<file path="src/hb_pkg.sv">
// Constants and types for the half-bridge input decoder
package hb_pkg;
  localparam logic [2:0] MODE_6X = 3'h0;
  localparam logic [2:0] MODE_3X = 3'h1;
  localparam logic [2:0] MODE_1X = 3'h2;
  localparam logic [2:0] MODE_IHB = 3'h3;
  localparam logic [2:0] MODE_AB_HB = 3'h4;
  localparam logic [2:0] MODE_BC_HB = 3'h5;
  localparam logic [2:0] MODE_A_HB = 3'h6;
  localparam logic [2:0] MODE_FET = 3'h7;
  localparam int CLK_MHZ = 40;
  localparam int READY_US = 1000;
  localparam int READY_CYC = READY_US * CLK_MHZ;
  localparam int DEAD_NS = 100;
  localparam int DEAD_CYC = (DEAD_NS * CLK_MHZ + 999) / 1000;
  localparam logic [11:0] ADDR_CTRL = 12'h000;
  localparam logic [11:0] ADDR_STAT = 12'h004;
  localparam logic [11:0] ADDR_MASK = 12'h008;
  localparam logic [11:0] ADDR_GATE = 12'h00c;
  localparam int CTRL_MODE_LSB = 0;
  localparam int CTRL_CFG_DONE = 3;
  localparam logic [2:0] FAULT_MASK_RST = 3'h7;
  typedef struct packed {
    logic [2:0] hi;
    logic [2:0] lo;
  } gate_pair_t;
  typedef enum logic [1:0] {
    ST_BOOT = 2'b00,
    ST_CFG = 2'b01,
    ST_RUN = 2'b10
  } run_state_t;
endpackage : hb_pkg

</file>
<file path="src/half_bridge_input_decoder.sv">
// Three-phase gate input decoder with dead time, fault flags and APB registers
`timescale 1ns/1ps
module half_bridge_input_decoder #(
  parameter int READY_CYCLES = hb_pkg::READY_CYC
) (
  // APB
  input wire logic pclk,
  input wire logic presetn,
  input wire logic psel,
  input wire logic penable,
  input wire logic pwrite,
  input wire logic [11:0] paddr,
  input wire logic [31:0] pwdata,
  output logic [31:0] prdata,
  output logic pready,
  output logic pslverr,
  // Controller pins
  input wire logic enable,
  input wire hb_pkg::gate_pair_t phase_in,
  input wire logic [5:0] gate_fb,
  // Serial pins
  input wire logic serial_select_n,
  input wire logic serial_sdo_d,
  output logic serial_sdo,
  output logic serial_sdo_oe_n,
  // Gate outputs
  output hb_pkg::gate_pair_t gate_out,
  output logic fault_flag_n,
  output logic irq
);
  import hb_pkg::*;

  // ==========================================================
  // Input synchronisers
  gate_pair_t in_s1_q, in_s2_q;
  logic [5:0] fb_s1_q, fb_s2_q;
  logic [1:0] en_sync_q, sel_sync_q;
  always_ff @(posedge pclk or negedge presetn) begin
    if (!presetn) begin
      in_s1_q <= '0;
      in_s2_q <= '0;
      fb_s1_q <= 6'h00;
      fb_s2_q <= 6'h00;
      en_sync_q <= 2'h0;
      sel_sync_q <= 2'h3;
    end else begin
      in_s1_q <= phase_in;
      in_s2_q <= in_s1_q;
      fb_s1_q <= gate_fb;
      fb_s2_q <= fb_s1_q;
      en_sync_q <= {en_sync_q[0], enable};
      sel_sync_q <= {sel_sync_q[0], serial_select_n};
    end
  end
  wire en_s = en_sync_q[1];
  wire sel_n_s = sel_sync_q[1];

  // ==========================================================
  // Registers
  logic [2:0] mode_q;
  logic cfg_done_q;
  logic [2:0] stat_q, mask_q;
  logic [31:0] prdata_q;
  logic pready_q, pslverr_q;
  run_state_t state_q;
  logic [31:0] rdy_cnt_q;
  wire bus_ready = (state_q != ST_BOOT);
  wire acc = psel && penable && pready_q;
  wire hit_ctrl = (paddr == ADDR_CTRL);
  wire hit_stat = (paddr == ADDR_STAT);
  wire hit_mask = (paddr == ADDR_MASK);
  wire hit_gate = (paddr == ADDR_GATE);
  wire hit_any = hit_ctrl || hit_stat || hit_mask || hit_gate;
  wire wr = acc && pwrite && bus_ready;
  logic [31:0] rd_mux;
  always_comb begin
    if (hit_ctrl) rd_mux = {28'h0, cfg_done_q, mode_q};
    else if (hit_stat) rd_mux = {29'h0, stat_q};
    else if (hit_mask) rd_mux = {29'h0, mask_q};
    else if (hit_gate) rd_mux = {26'h0, gate_out.hi, gate_out.lo};
    else rd_mux = 32'h0;
  end

  // Ready counter: bus answers with error until 1 ms after enable
  always_ff @(posedge pclk or negedge presetn) begin
    if (!presetn) begin
      state_q <= ST_BOOT;
      rdy_cnt_q <= 32'h0;
    end else if (!en_s) begin
      state_q <= ST_BOOT;
      rdy_cnt_q <= 32'h0;
    end else begin
      case (state_q)
        ST_BOOT: begin
          rdy_cnt_q <= rdy_cnt_q + 32'h1;
          if (rdy_cnt_q >= 32'(READY_CYCLES - 1)) state_q <= ST_CFG;
        end
        ST_CFG: begin
          if (cfg_done_q) state_q <= ST_RUN;
        end
        ST_RUN: begin
          // Clearing the done bit parks the gates again
          if (!cfg_done_q) state_q <= ST_CFG;
        end
        default: state_q <= ST_BOOT;
      endcase
    end
  end

  // APB slave: one wait state, answer on second access cycle
  always_ff @(posedge pclk or negedge presetn) begin
    if (!presetn) begin
      pready_q <= 1'b0;
      pslverr_q <= 1'b0;
      prdata_q <= 32'h0;
    end else begin
      pready_q <= psel && penable && !pready_q;
      pslverr_q <= psel && penable && !pready_q && (!hit_any || !bus_ready);
      prdata_q <= (psel && penable && !pready_q && !pwrite && bus_ready) ? rd_mux : 32'h0;
    end
  end
  assign prdata = prdata_q;
  assign pready = pready_q;
  assign pslverr = pslverr_q;

  always_ff @(posedge pclk or negedge presetn) begin
    if (!presetn) begin
      mode_q <= MODE_6X;
      cfg_done_q <= 1'b0;
      mask_q <= FAULT_MASK_RST;
    end else begin
      if (wr && hit_ctrl) begin
        mode_q <= pwdata[CTRL_MODE_LSB +: 3];
        cfg_done_q <= pwdata[CTRL_CFG_DONE];
      end
      if (wr && hit_mask) mask_q <= pwdata[2:0];
      if (!en_s) cfg_done_q <= 1'b0;
    end
  end

  // ==========================================================
  // Decoding per phase
  logic [2:0] req_hi, req_lo, dead_bypass;
  logic [2:0] cnt_zero;
  logic [2:0] fault_ev;
  gate_pair_t gate_q;
  wire run = (state_q == ST_RUN);
  genvar p;
  generate
    for (p = 0; p < 3; p++) begin : g_ph
      logic h, l;
      logic ind_fet;
      logic [7:0] dt_q;
      logic hi_q, lo_q;
      assign h = in_s2_q.hi[p];
      assign l = in_s2_q.lo[p];
      assign ind_fet = (mode_q == MODE_FET)
        || (mode_q == MODE_AB_HB && p == 2)
        || (mode_q == MODE_BC_HB && p == 0)
        || (mode_q == MODE_A_HB && p != 0);
      assign dead_bypass[p] = ind_fet;
      always_comb begin
        req_hi[p] = 1'b0;
        req_lo[p] = 1'b0;
        if (ind_fet) begin
          req_hi[p] = h;
          req_lo[p] = l;
        end else if (mode_q == MODE_6X) begin
          req_hi[p] = h && !l;
          req_lo[p] = l && !h;
        end else if (mode_q == MODE_1X) begin
          // Block tables are not implemented: phase held off
          req_hi[p] = 1'b0;
        end else begin
          // Three-input and independent half-bridge share one table
          req_hi[p] = l && h;
          req_lo[p] = l && !h;
        end
      end
      assign cnt_zero[p] = (dt_q == 8'h0);
      // Except in dead_bypass phases, a gate turns on only after the other gate has been off for the dead time
      always_ff @(posedge pclk or negedge presetn) begin
        if (!presetn) begin
          dt_q <= 8'h0;
          hi_q <= 1'b0;
          lo_q <= 1'b0;
        end else if (!run) begin
          dt_q <= 8'(DEAD_CYC);
          hi_q <= 1'b0;
          lo_q <= 1'b0;
        end else if (dead_bypass[p]) begin
          dt_q <= 8'h0;
          hi_q <= req_hi[p];
          lo_q <= req_lo[p];
        end else begin
          hi_q <= req_hi[p] && !lo_q && cnt_zero[p];
          lo_q <= req_lo[p] && !hi_q && cnt_zero[p];
          if (hi_q && !req_hi[p] || lo_q && !req_lo[p]) dt_q <= 8'(DEAD_CYC);
          else if (!cnt_zero[p]) dt_q <= dt_q - 8'h1;
        end
      end
      assign gate_q.hi[p] = hi_q;
      assign gate_q.lo[p] = lo_q;
      // Feedback comes back through two sync flops, so it is compared with the
      // command as it stood two cycles ago; a bare compare flags every switching edge
      logic [1:0] hi_dly_q, lo_dly_q;
      always_ff @(posedge pclk or negedge presetn) begin
        if (!presetn) begin
          hi_dly_q <= 2'h0;
          lo_dly_q <= 2'h0;
        end else begin
          hi_dly_q <= {hi_dly_q[0], hi_q};
          lo_dly_q <= {lo_dly_q[0], lo_q};
        end
      end
      // Gate fault: feedback disagrees with command
      assign fault_ev[p] = run && ((fb_s2_q[p] != hi_dly_q[1]) || (fb_s2_q[p+3] != lo_dly_q[1]));
    end
  endgenerate
  assign gate_out = gate_q;

  // ==========================================================
  // Fault status, interrupt, serial output
  logic fault_n_q, irq_q, sdo_q, sdo_oe_n_q;
  always_ff @(posedge pclk or negedge presetn) begin
    if (!presetn) begin
      stat_q <= 3'h0;
      fault_n_q <= 1'b1;
      irq_q <= 1'b0;
      sdo_q <= 1'b0;
      sdo_oe_n_q <= 1'b1;
    end else begin
      // Set wins over write-one-to-clear
      stat_q <= (stat_q & ~((wr && hit_stat) ? pwdata[2:0] : 3'h0)) | fault_ev;
      fault_n_q <= ~|stat_q;
      irq_q <= |(stat_q & mask_q);
      sdo_q <= serial_sdo_d;
      sdo_oe_n_q <= sel_n_s;
    end
  end
  assign fault_flag_n = fault_n_q;
  assign irq = irq_q;
  assign serial_sdo = sdo_q;
  assign serial_sdo_oe_n = sdo_oe_n_q;
endmodule : half_bridge_input_decoder

</file>
<file path="config.mk">
export PLATFORM = sky130hd
export DESIGN_NAME = half_bridge_input_decoder
export DESIGN_NICKNAME = d
export VERILOG_FILES = /design/src/hb_pkg.sv /design/src/half_bridge_input_decoder.sv
export SDC_FILE = /design/constraint.sdc
export NUM_CORES = 1
export LEC_CHECK = 0
export BUFFER_PORTS_ARGS = -buffer_cell sky130_fd_sc_hd__buf_4
export CAP_MARGIN = 20
export CORE_UTILIZATION = 50
export DETAILED_ROUTE_END_ITERATION = 6
export HOLD_SLACK_MARGIN = 0.06
export PLACE_DENSITY = 0.72
export SKIP_LAST_GASP = 1
export SLEW_MARGIN = 15
export SYNTH_ARGS = -nofsm -noshare
export SYNTH_HDL_FRONTEND = slang
export SYNTH_SLANG_ARGS = --single-unit
</file>
<file path="constraint.sdc">
create_clock -name pclk -period 3.6 [get_ports pclk]
set_clock_uncertainty 0.2 [all_clocks]
set_input_delay 0.54 -clock pclk [delete_from_list [all_inputs] [get_ports pclk]]
set_output_delay 0.54 -clock pclk [all_outputs]
set_load 0.01 [all_outputs]
</file>
==> results of run 1 <==
## cell usage in the layout (no fill, tap or decap), drive strengths merged, types with 12 or more instances in the layout
| master | n |
|---|---|
| a21oi | 24 |
| buf | 54 |
| clkbuf | 25 |
| conb | 26 |
| dfrtp | 119 |
| dlygate4sd3 | 16 |
| inv | 18 |
| nand2 | 50 |
| nand3 | 19 |
| nor2 | 55 |
| nor3 | 27 |
| nor4 | 14 |
| o21ai | 17 |
| xnor2 | 28 |
| xor2 | 12 |
## cell usage after synthesis, drive strengths merged, types with 8 or more instances
| library cell | count | share of area |
|---|---|---|
| dfrtp | 119 | 0.52 |
| nor2 | 55 | 0.036 |
| nand2 | 50 | 0.033 |
| buf | 33 | 0.043 |
| xnor2 | 28 | 0.043 |
| nor3 | 27 | 0.024 |
| a21oi | 24 | 0.021 |
| nand3 | 19 | 0.017 |
| inv | 18 | 0.012 |
| o21ai | 17 | 0.015 |
| clkbuf | 14 | 0.0092 |
| nor4 | 14 | 0.016 |
| xor2 | 12 | 0.018 |
| nand4 | 9 | 0.0099 |
| and2 | 8 | 0.0088 |
| or3 | 8 | 0.0096 |
## worst reg2reg max path, stage by stage, from the launching register on
cell and delay [ps]:
dfrtp_1 400, inv_1 60, ha_1 210, or4b_1 500, or4_1 600, a221oi_1 330
o21ai_0 110
## where the power goes
part / switching (mW) / internal (mW)
Combinational: 0.0751 / 0.0559
Clock: 0.579 / 1.34
Sequential: 0.0141 / 1.44
Total: 0.668 / 2.83
## stage by stage
step           instances  utilization  cell area, sq um  hold WS, ps
6_report             766        0.630              6920          140
2_1_floorplan        571            -              5800         44.4
3_5_place_dp         718        0.555              6100          135
3_3_place_gp         718        0.555              6100          132
4_1_cts              766        0.630              6920          144
5_1_grt              766        0.630              6920          145
## cell type report
cell class,count,area [sq um]
clock buffers,25,475
well taps,140,175
inverters,18,67.6
multi-input cells,380,2270
clock inverters,7,185
repair buffers,70,578
fillers,817,4070
flip-flops and latches,126,3160
## worst paths after layout
kind                                                       to  slack, ps                         from  cells after the start
worst max-delay path              g_ph[2].dt_q[2]$_DFFE_PN0P_       1050  g_ph[2].dt_q[0]$_DFFE_PN0P_                      6
worst min-delay path                     fb_s2_q[4]$_DFF_PN0_        140         fb_s1_q[4]$_DFF_PN0_                      0
worst max register to register    g_ph[2].dt_q[2]$_DFFE_PN0P_       1050  g_ph[2].dt_q[0]$_DFFE_PN0P_                      6
worst min register to register           fb_s2_q[4]$_DFF_PN0_        140         fb_s1_q[4]$_DFF_PN0_                      0
max in group asynchronous               mask_q[1]$_DFFE_PN1P_       1860                      presetn                      3
min in group asynchronous       g_ph[0].hi_dly_q[1]$_DFF_PN0_        510                      presetn                      2
## cell families (layout without fill, tap and decap cells)
kind of cell               count (synthesis)  in the layout  synth area share
AOI/OAI and AO/OA                         62             62            0.0662
buffers and inverters                     65            120            0.0640
DFF                                      126            126             0.554
other                                      1             26          0.000657
xor gates and xnor gates                  40             40            0.0614
adders and majority gates                  4              4           0.00877
muxes                                     15             15            0.0344
and+or+nand+nor                          233            233             0.211
## timing repair
action                                 in CTS  in global routing
endpoints found under the hold margin      62                  0
hold buffers                               16                  0
buffers inserted                            0                  0
## sequential cells by signal, indices dropped and copies added (netlist names), 6 cells and up
register,count
g_ph.hi_dly_q,6
rdy_cnt_q,32
in_s1_q,6
fb_s1_q,6
fb_s2_q,6
prdata,6
g_ph.lo_dly_q,6
g_ph.dt_q,24
## layer usage
metal | wire length [microns] | track usage
met2 | 5730 | 0.367
met1 | 5110 | 0.272
met4 | 238 | 0.0985
met5 | 0 | 0
met3 | 420 | 0.0484
==> flow_summary.toml, run 1 <==
[run_status]
outcome = "completed"

[setup_path]
cp_slowest_cell = "or4_1"
slowest_delay_ps = 600
cp_max_fo = 9
critical_path_arrival_ps = 2610
worstPathRequired_ps = 3660
worstSetupPathType = "flop to flop"
crit_family = "simple AND/OR/NAND/NOR gates"
worst_setup_path_start_kind = "flop"
path_cells = "inv_1, ha_1, or4b_1, or4_1, a221oi_1, o21ai_0"
end_kind = "flop"
path_buf_inv = 1

[route]
antenna_left = 0
vias_per_cell = 5.42
drcViolationCount = 0
routedWlPerCell_microns = 15.0
drt_pass1_iterations = 5
drtIter0Drc = 228
vias = 4148
finalWirelength_microns = 11500

[timing]
fin_crit_sh = 0.708
setup-tns-final_ps = 0
tightest_slew_ps = 986
period_needed_ps = 2550
slew_headroom = 0.342
fmax_mhz = 392
rsz0062_at_grt = "false"
finalMaxSlewViolations = 0
postLayoutSetupSlackWorst_ps = 1050
finalHoldViolations = 0
setup_viol = 0

[global_routing]
grt-ovfl-total = 0
grt_max_degree = 74
antenna_found_initial = 0
first_global_vias = 4194
grt_first_pass_wirelength_microns = 19600
grt_usage = 0.219

[pwr]
power_leakage_nw = 3.07
p_per_area_nw_per_um2 = 506
irDropWorstVdd_v = 0.000341
p_total_mw = 3.50

[yosys]
ys_types = 52
synthArstFlopShare = 1.00
synth_cells = 546
synth_area_sq_um = 5710
synth_flop_cell = "dfrtp_1"
synth_edf_count = 0
synth-seq-cells = 126
synth_seq_area_share = 0.554
synth_warnings = 0
avgSynthCellArea_sq_um = 10.5

[final_layout]
fin_nets = 681
diodes = 0
drive_gt1_frac = 0.169
syn_to_final_growth_pct = 21.2

[placed_design]
port_buffers = 53
hpwl_microns = 7540
pre_cts_ws_ps = 942
routabilityCongestion = 0.830

[clocking]
cts_buffer_depth = 2
cts_buffers = 17
tritoncts = "built"
cts_num_sinks = 126
cts_resized = 0
htreeDepth = 4
cts_root_buf = "clkbuf_16"
clock_latency_ps = 410
path_clk_slew_ps = 60

[floorplanning]
io_pins = 108
die_y_microns = 109
core_sq_um = 11000
start_util = 0.520
row_count = 38
dieArea_sq_um = 11800
die_x_microns = 109

[flow_run]
drv_cap = 0

[hold_path]
hold_class = "flop to flop"
Power figures use the tool's default switching activity.
==> run 2: changes to the inputs <==
clock period = 2.5 ns   (was 3.6 ns; I/O delays follow)
==> flow_summary.toml, run 2 (synthesis gave the netlist of run 1 again) <==
[floorplanning]
io_pins = 108
die_y_microns = 109
core_sq_um = 11000
row_count = 38
start_util = 0.520
die_x_microns = 109
dieArea_sq_um = 11800

[final_layout]
layout_commonest_cell = "dfrtp_1"
regMostFlops = "rdy_cnt_q"
top_regs = "rdy_cnt_q: 32 flops, g_ph.dt_q: 24 flops"
largest_register_ffs = 32
layout_common_cells = "118 x dfrtp_1, 66 x buf_4, 55 x nor2_1"
syn_to_final_growth_pct = 23.4
drive_gt1_frac = 0.203
design_area_sq_um = 7040
fin_cells = 785
fin_nets = 700
diodes = 0

[timing]
fin_crit_sh = 0.972
rsz0062_at_grt = "false"
postLayoutSetupSlackWorst_ps = 70.8
finalMaxSlewViolations = 0
setup_viol = 0
fmax_mhz = 412
period_needed_ps = 2430
tightest_slew_ps = 674
finalHoldViolations = 0
slew_headroom = 0.547

[pwr]
pwr-share-clk = 0.516
irDropWorstVdd_v = 0.000771
power_leakage_nw = 3.13
combPwrFrac = 0.043
pwr-share-seq = 0.442
p_switching_mw = 1.02
intPower_mw = 3.73
sw_frac_of_total = 0.214
p_per_area_nw_per_um2 = 673

[setup_path]
end_kind = "flop"
cp_max_fo = 7
slowest_delay_ps = 600
critical_path_arrival_ps = 2530
worst_setup_path_start_kind = "flop"
worstSetupPathType = "flop to flop"
cp_slowest_cell = "or4b_4"
path_cells = "inv_1, ha_1, or3b_4, or4b_4, o21ai_0, nor4b_1"
worstPathRequired_ps = 2600

[global_routing]
grtUsageMet1 = 0.259
grt.busiest_layer = "met2"
first_global_vias = 4270
grt_first_pass_wirelength_microns = 19800
gr-usage-met3 = 0.0622
antenna_found_initial = 0
grt_usage = 0.223
gr-usage-met2 = 0.379
grt_max_degree = 40
grt-ovfl-total = 0

[hold_path]
hold_class = "input port to flop"

[run_status]
outcome = "completed"

[clocking]
clock_latency_ps = 420
cts_buffers = 17
tritoncts = "built"
path_clk_slew_ps = 60
cts_root_buf = "clkbuf_16"
cts_num_sinks = 126
htreeDepth = 4
cts_buffer_depth = 2

[route]
drtIter0Drc = 274
antenna_left = 0
routedWlPerCell_microns = 14.9
vias = 4246
finalWirelength_microns = 11700
drt_pass1_iterations = 4
drcViolationCount = 0
vias_per_cell = 5.41

[placed_design]
routabilityCongestion = 0.863
pre_cts_ws_ps = -15.3
port_buffers = 53
hpwl_microns = 8020
place_area_sq_um = 6210
dp_cells = 731

[flow_run]
drv_cap = 0
run 2: changes by cell type in the layout (fill, tap and decap cells not counted), sizes merged:
| cell | before | now |
|---|---|---|
| dlygate4sd3 | 16 | 21 |
| buf | 54 | 68 |
| clkinv | 1 | 9 |
| bufinv | 6 | 3 |
| clkbuf | 25 | 17 |
| clkinvlp | 0 | 3 |
run 2: through the flow:
step / utilization / power (mW) / setup TNS (ps) / hold WS (ps)
2_1_floorplan: - / 2.22 / 0 / -121
4_1_cts: 0.639 / 4.79 / 0 / 62.8
3_3_place_gp: 0.565 / 2.30 / 0 / 101
3_5_place_dp: 0.565 / 2.31 / -15.3 / 104
5_1_grt: 0.641 / 4.92 / 0 / 80.7
6_report: 0.641 / 4.74 / 0 / 83.5
run 2: layout make-up:
cell class,count,area (sq um)
clock buffer,17,425
clock inverter,15,173
fill,840,3940
inverter,18,67.6
multi-input combinational,380,2290
sequential,126,3160
tap,140,175
timing repair buffer,89,746
run 2: critical path: cells and delay by family, from the launching register on:
| kind | cells | cell delay [ps] |
|---|---|---|
| compound gates | 1 | 170 |
| buf+inv | 1 | 80 |
| fa+ha+maj | 1 | 190 |
| simple gates | 3 | 1280 |
| flops | 1 | 410 |
run 2: path summary, 6_finish.rpt:
kind	start	end	slack (ps)	cells past startpoint
max reg2reg	g_ph[0].dt_q[0]$_DFFE_PN0P_	g_ph[0].lo_q$_DFF_PN0_	70	6
min reg2reg	g_ph[2].lo_dly_q[0]$_DFF_PN0_	g_ph[2].lo_dly_q[1]$_DFF_PN0_	140	0
min in group asynchronous	presetn	g_ph[0].lo_dly_q[1]$_DFF_PN0_	220	2
min	paddr[3]	prdata[4]$_DFF_PN0_	80	3
max in group asynchronous	presetn	g_ph[1].hi_dly_q[1]$_DFF_PN0_	1240	3
max	g_ph[0].dt_q[0]$_DFFE_PN0P_	g_ph[0].lo_q$_DFF_PN0_	70	6
run 2: repair_timing:
item                       4_1_cts  5_1_grt
hold buffers                    21        0
hold endpoints to repair       120        0
setup endpoints to repair        3        7
pin swaps                        0        1
gates cloned                     0        0
setup buffers                    0        1
gates resized for setup          1        5
run 2: power by group through the flow:
stage,logic [mW],clock network [mW],registers [mW]
finish,0.202,2.45,2.10
detailed placement,0.178,0,2.13
global route,0.229,2.59,2.10
CTS,0.205,2.49,2.10
floorplan,0.0943,0,2.13
global placement,0.173,0,2.13
run 2: metal layers:
metal	up-vias	share of wire
met2	117	0.52
li1	2009	-
met4	0	0.021
met5	-	0
met1	2102	0.42
met3	18	0.039
==> run 3: changes to the inputs <==
PLACE_DENSITY = not set   (was 0.72)
PLACE_DENSITY_LB_ADDON = 0.3   (was not set)
==> flow_summary.toml, run 3 (synthesis gave the netlist of run 1 again) <==
[run_status]
outcome = "completed"

[setup_path]
worstPathRequired_ps = 2620
end_kind = "flop"
slowest_delay_ps = 560
path_cells = "inv_1, ha_1, or3b_2, or4b_4, o21ai_1, nor4b_2"
path_buf_inv = 1
critical_path_arrival_ps = 2510
worst_setup_path_start_kind = "flop"
rr_startpoint = "g_ph[0].dt_q[0]$_DFFE_PN0P_"
r2r_cells = 6
cp_slowest_cell = "or4b_4"
crit_family = "simple AND/OR/NAND/NOR gates"
cp_max_fo = 7
ff2ff_setup_slack_ps = 110
worstSetupPathType = "flop to flop"
r2r_end = "g_ph[0].lo_q$_DFF_PN0_"

[pwr]
irDropWorstVdd_v = 0.000751
power_leakage_nw = 3.09
p_per_area_nw_per_um2 = 679

[clocking]
cts_root_buf = "clkbuf_16"
cts_buffer_depth = 2
htreeDepth = 4
clock_latency_ps = 420
cts_setup_buffers = 0
tritoncts = "built"
cts_num_sinks = 126
path_clk_slew_ps = 60
cts_buffers = 17

[floorplanning]
dieArea_sq_um = 11800
row_count = 38
die_x_microns = 109
core_sq_um = 11000
io_pins = 108
start_util = 0.520
die_y_microns = 109

[timing]
finalHoldViolations = 0
period_needed_ps = 2390
fmax_mhz = 418
tightest_slew_ps = 681
slew_headroom = 0.543
timing.hold.ws_ps = 78.7
setup_viol = 0
fin_crit_sh = 0.958
finalMaxSlewViolations = 0
rsz0062_at_grt = "false"

[route]
drcViolationCount = 0
routedWlPerCell_microns = 14.6
vias = 4207
drt_pass1_iterations = 4
antenna_left = 0
drtIter0Drc = 296
finalWirelength_microns = 11400
vias_per_cell = 5.40

[global_routing]
antenna_found_initial = 0
grt_max_degree = 127
first_global_vias = 4176
grt_usage = 0.220
grt-ovfl-total = 0
grt_first_pass_wirelength_microns = 19600

[hold_path]
worstHoldStart = "paddr[3]"
hold_class = "input port to flop"
whs_endpoint = "prdata[5]$_DFF_PN0_"
min_path_cells = 3

[final_layout]
seq_area_sq_um = 3160
multi_input_area_sq_um = 2290
fill_cells = 853
regMostFlops = "rdy_cnt_q"
fin_nets = 694
largest_register_ffs = 32
layout_common_cells = "119 x dfrtp_1, 61 x buf_4, 55 x nor2_1"
top_regs = "rdy_cnt_q: 32 flops, g_ph.dt_q: 24 flops"
layout_commonest_cell = "dfrtp_1"
design_area_sq_um = 6980
diodes = 0
drive_gt1_frac = 0.194
syn_to_final_growth_pct = 22.4

[flow_run]
drv_cap = 0

[placed_design]
routabilityCongestion = 0.817
place_area_sq_um = 6160
hpwl_microns = 7520
port_buffers = 53
## run 3: metal layers
metal / up-vias / global-route usage / part of all wire
met5: - / 0 / 0
met3: 24 / 0.0586 / 0.047
met1: 2063 / 0.285 / 0.45
met4: 0 / 0.0965 / 0.025
met2: 120 / 0.348 / 0.48
li1: 2000 / - / -
## run 3: final cells by class
cell class / instances / area share
Timing Repair Buffer: 83 / 0.0985
Sequential cell: 126 / 0.453
Tap cell: 140 / 0.0251
Clock buffer: 18 / 0.0629
Multi-Input combinational cell: 380 / 0.329
Inverter: 18 / 0.00967
Clock inverter: 14 / 0.0226
## run 3: per-stage QoR
step	utilization	cells	power [mW]	worst slack [ps]	TNS (ps)
floorplan	-	571	2.22	143	0
global placement	0.561	726	2.30	46.3	0
detailed placement	0.561	726	2.30	-116	-116
CTS	0.635	779	4.78	43.7	0
global route	0.636	779	4.90	10.2	0
finish	0.636	779	4.74	105	0
## run 3: report_power, final
part	total, mW	switching [mW]	internal [mW]	leakage, nW
clock network	2.45	0.944	1.51	0.284
registers	2.10	0.0206	2.07	1.65
logic	0.196	0.108	0.0879	1.15
total	4.74	1.07	3.67	3.09
## run 3: worst reg2reg max path: stages, from the launching register on
cell and delay, ps:
dfrtp_1 400, inv_1 70, ha_1 170, or3b_2 500
or4b_4 560, o21ai_1 170, nor4b_2 230
## run 3: worst max-delay path by stage
stage / startpoint / end / depth (start not counted)
4_1_cts: g_ph[0].dt_q[0]$_DFFE_PN0P_ / g_ph[0].lo_q$_DFF_PN0_ / 6
6_report: g_ph[0].dt_q[0]$_DFFE_PN0P_ / g_ph[0].lo_q$_DFF_PN0_ / 6
3_3_place_gp: paddr[6] / stat_q[1]$_DFF_PN0_ / 6
2_1_floorplan: g_ph[2].dt_q[0]$_DFFE_PN0P_ / g_ph[2].dt_q[2]$_DFFE_PN0P_ / 7
5_1_grt: rdy_cnt_q[0]$_DFFE_PN0P_ / rdy_cnt_q[14]$_DFFE_PN0P_ / 6
3_5_place_dp: g_ph[0].dt_q[0]$_DFFE_PN0P_ / g_ph[0].lo_q$_DFF_PN0_ / 6
## run 3: what timing repair did
item | 4_1_cts | 5_1_grt
endpoints found under the hold margin | 145 | 0
pin swaps | 0 | 0
setup endpoints to repair | 1 | 4
hold buffers | 21 | 0
resized for setup | 2 | 3
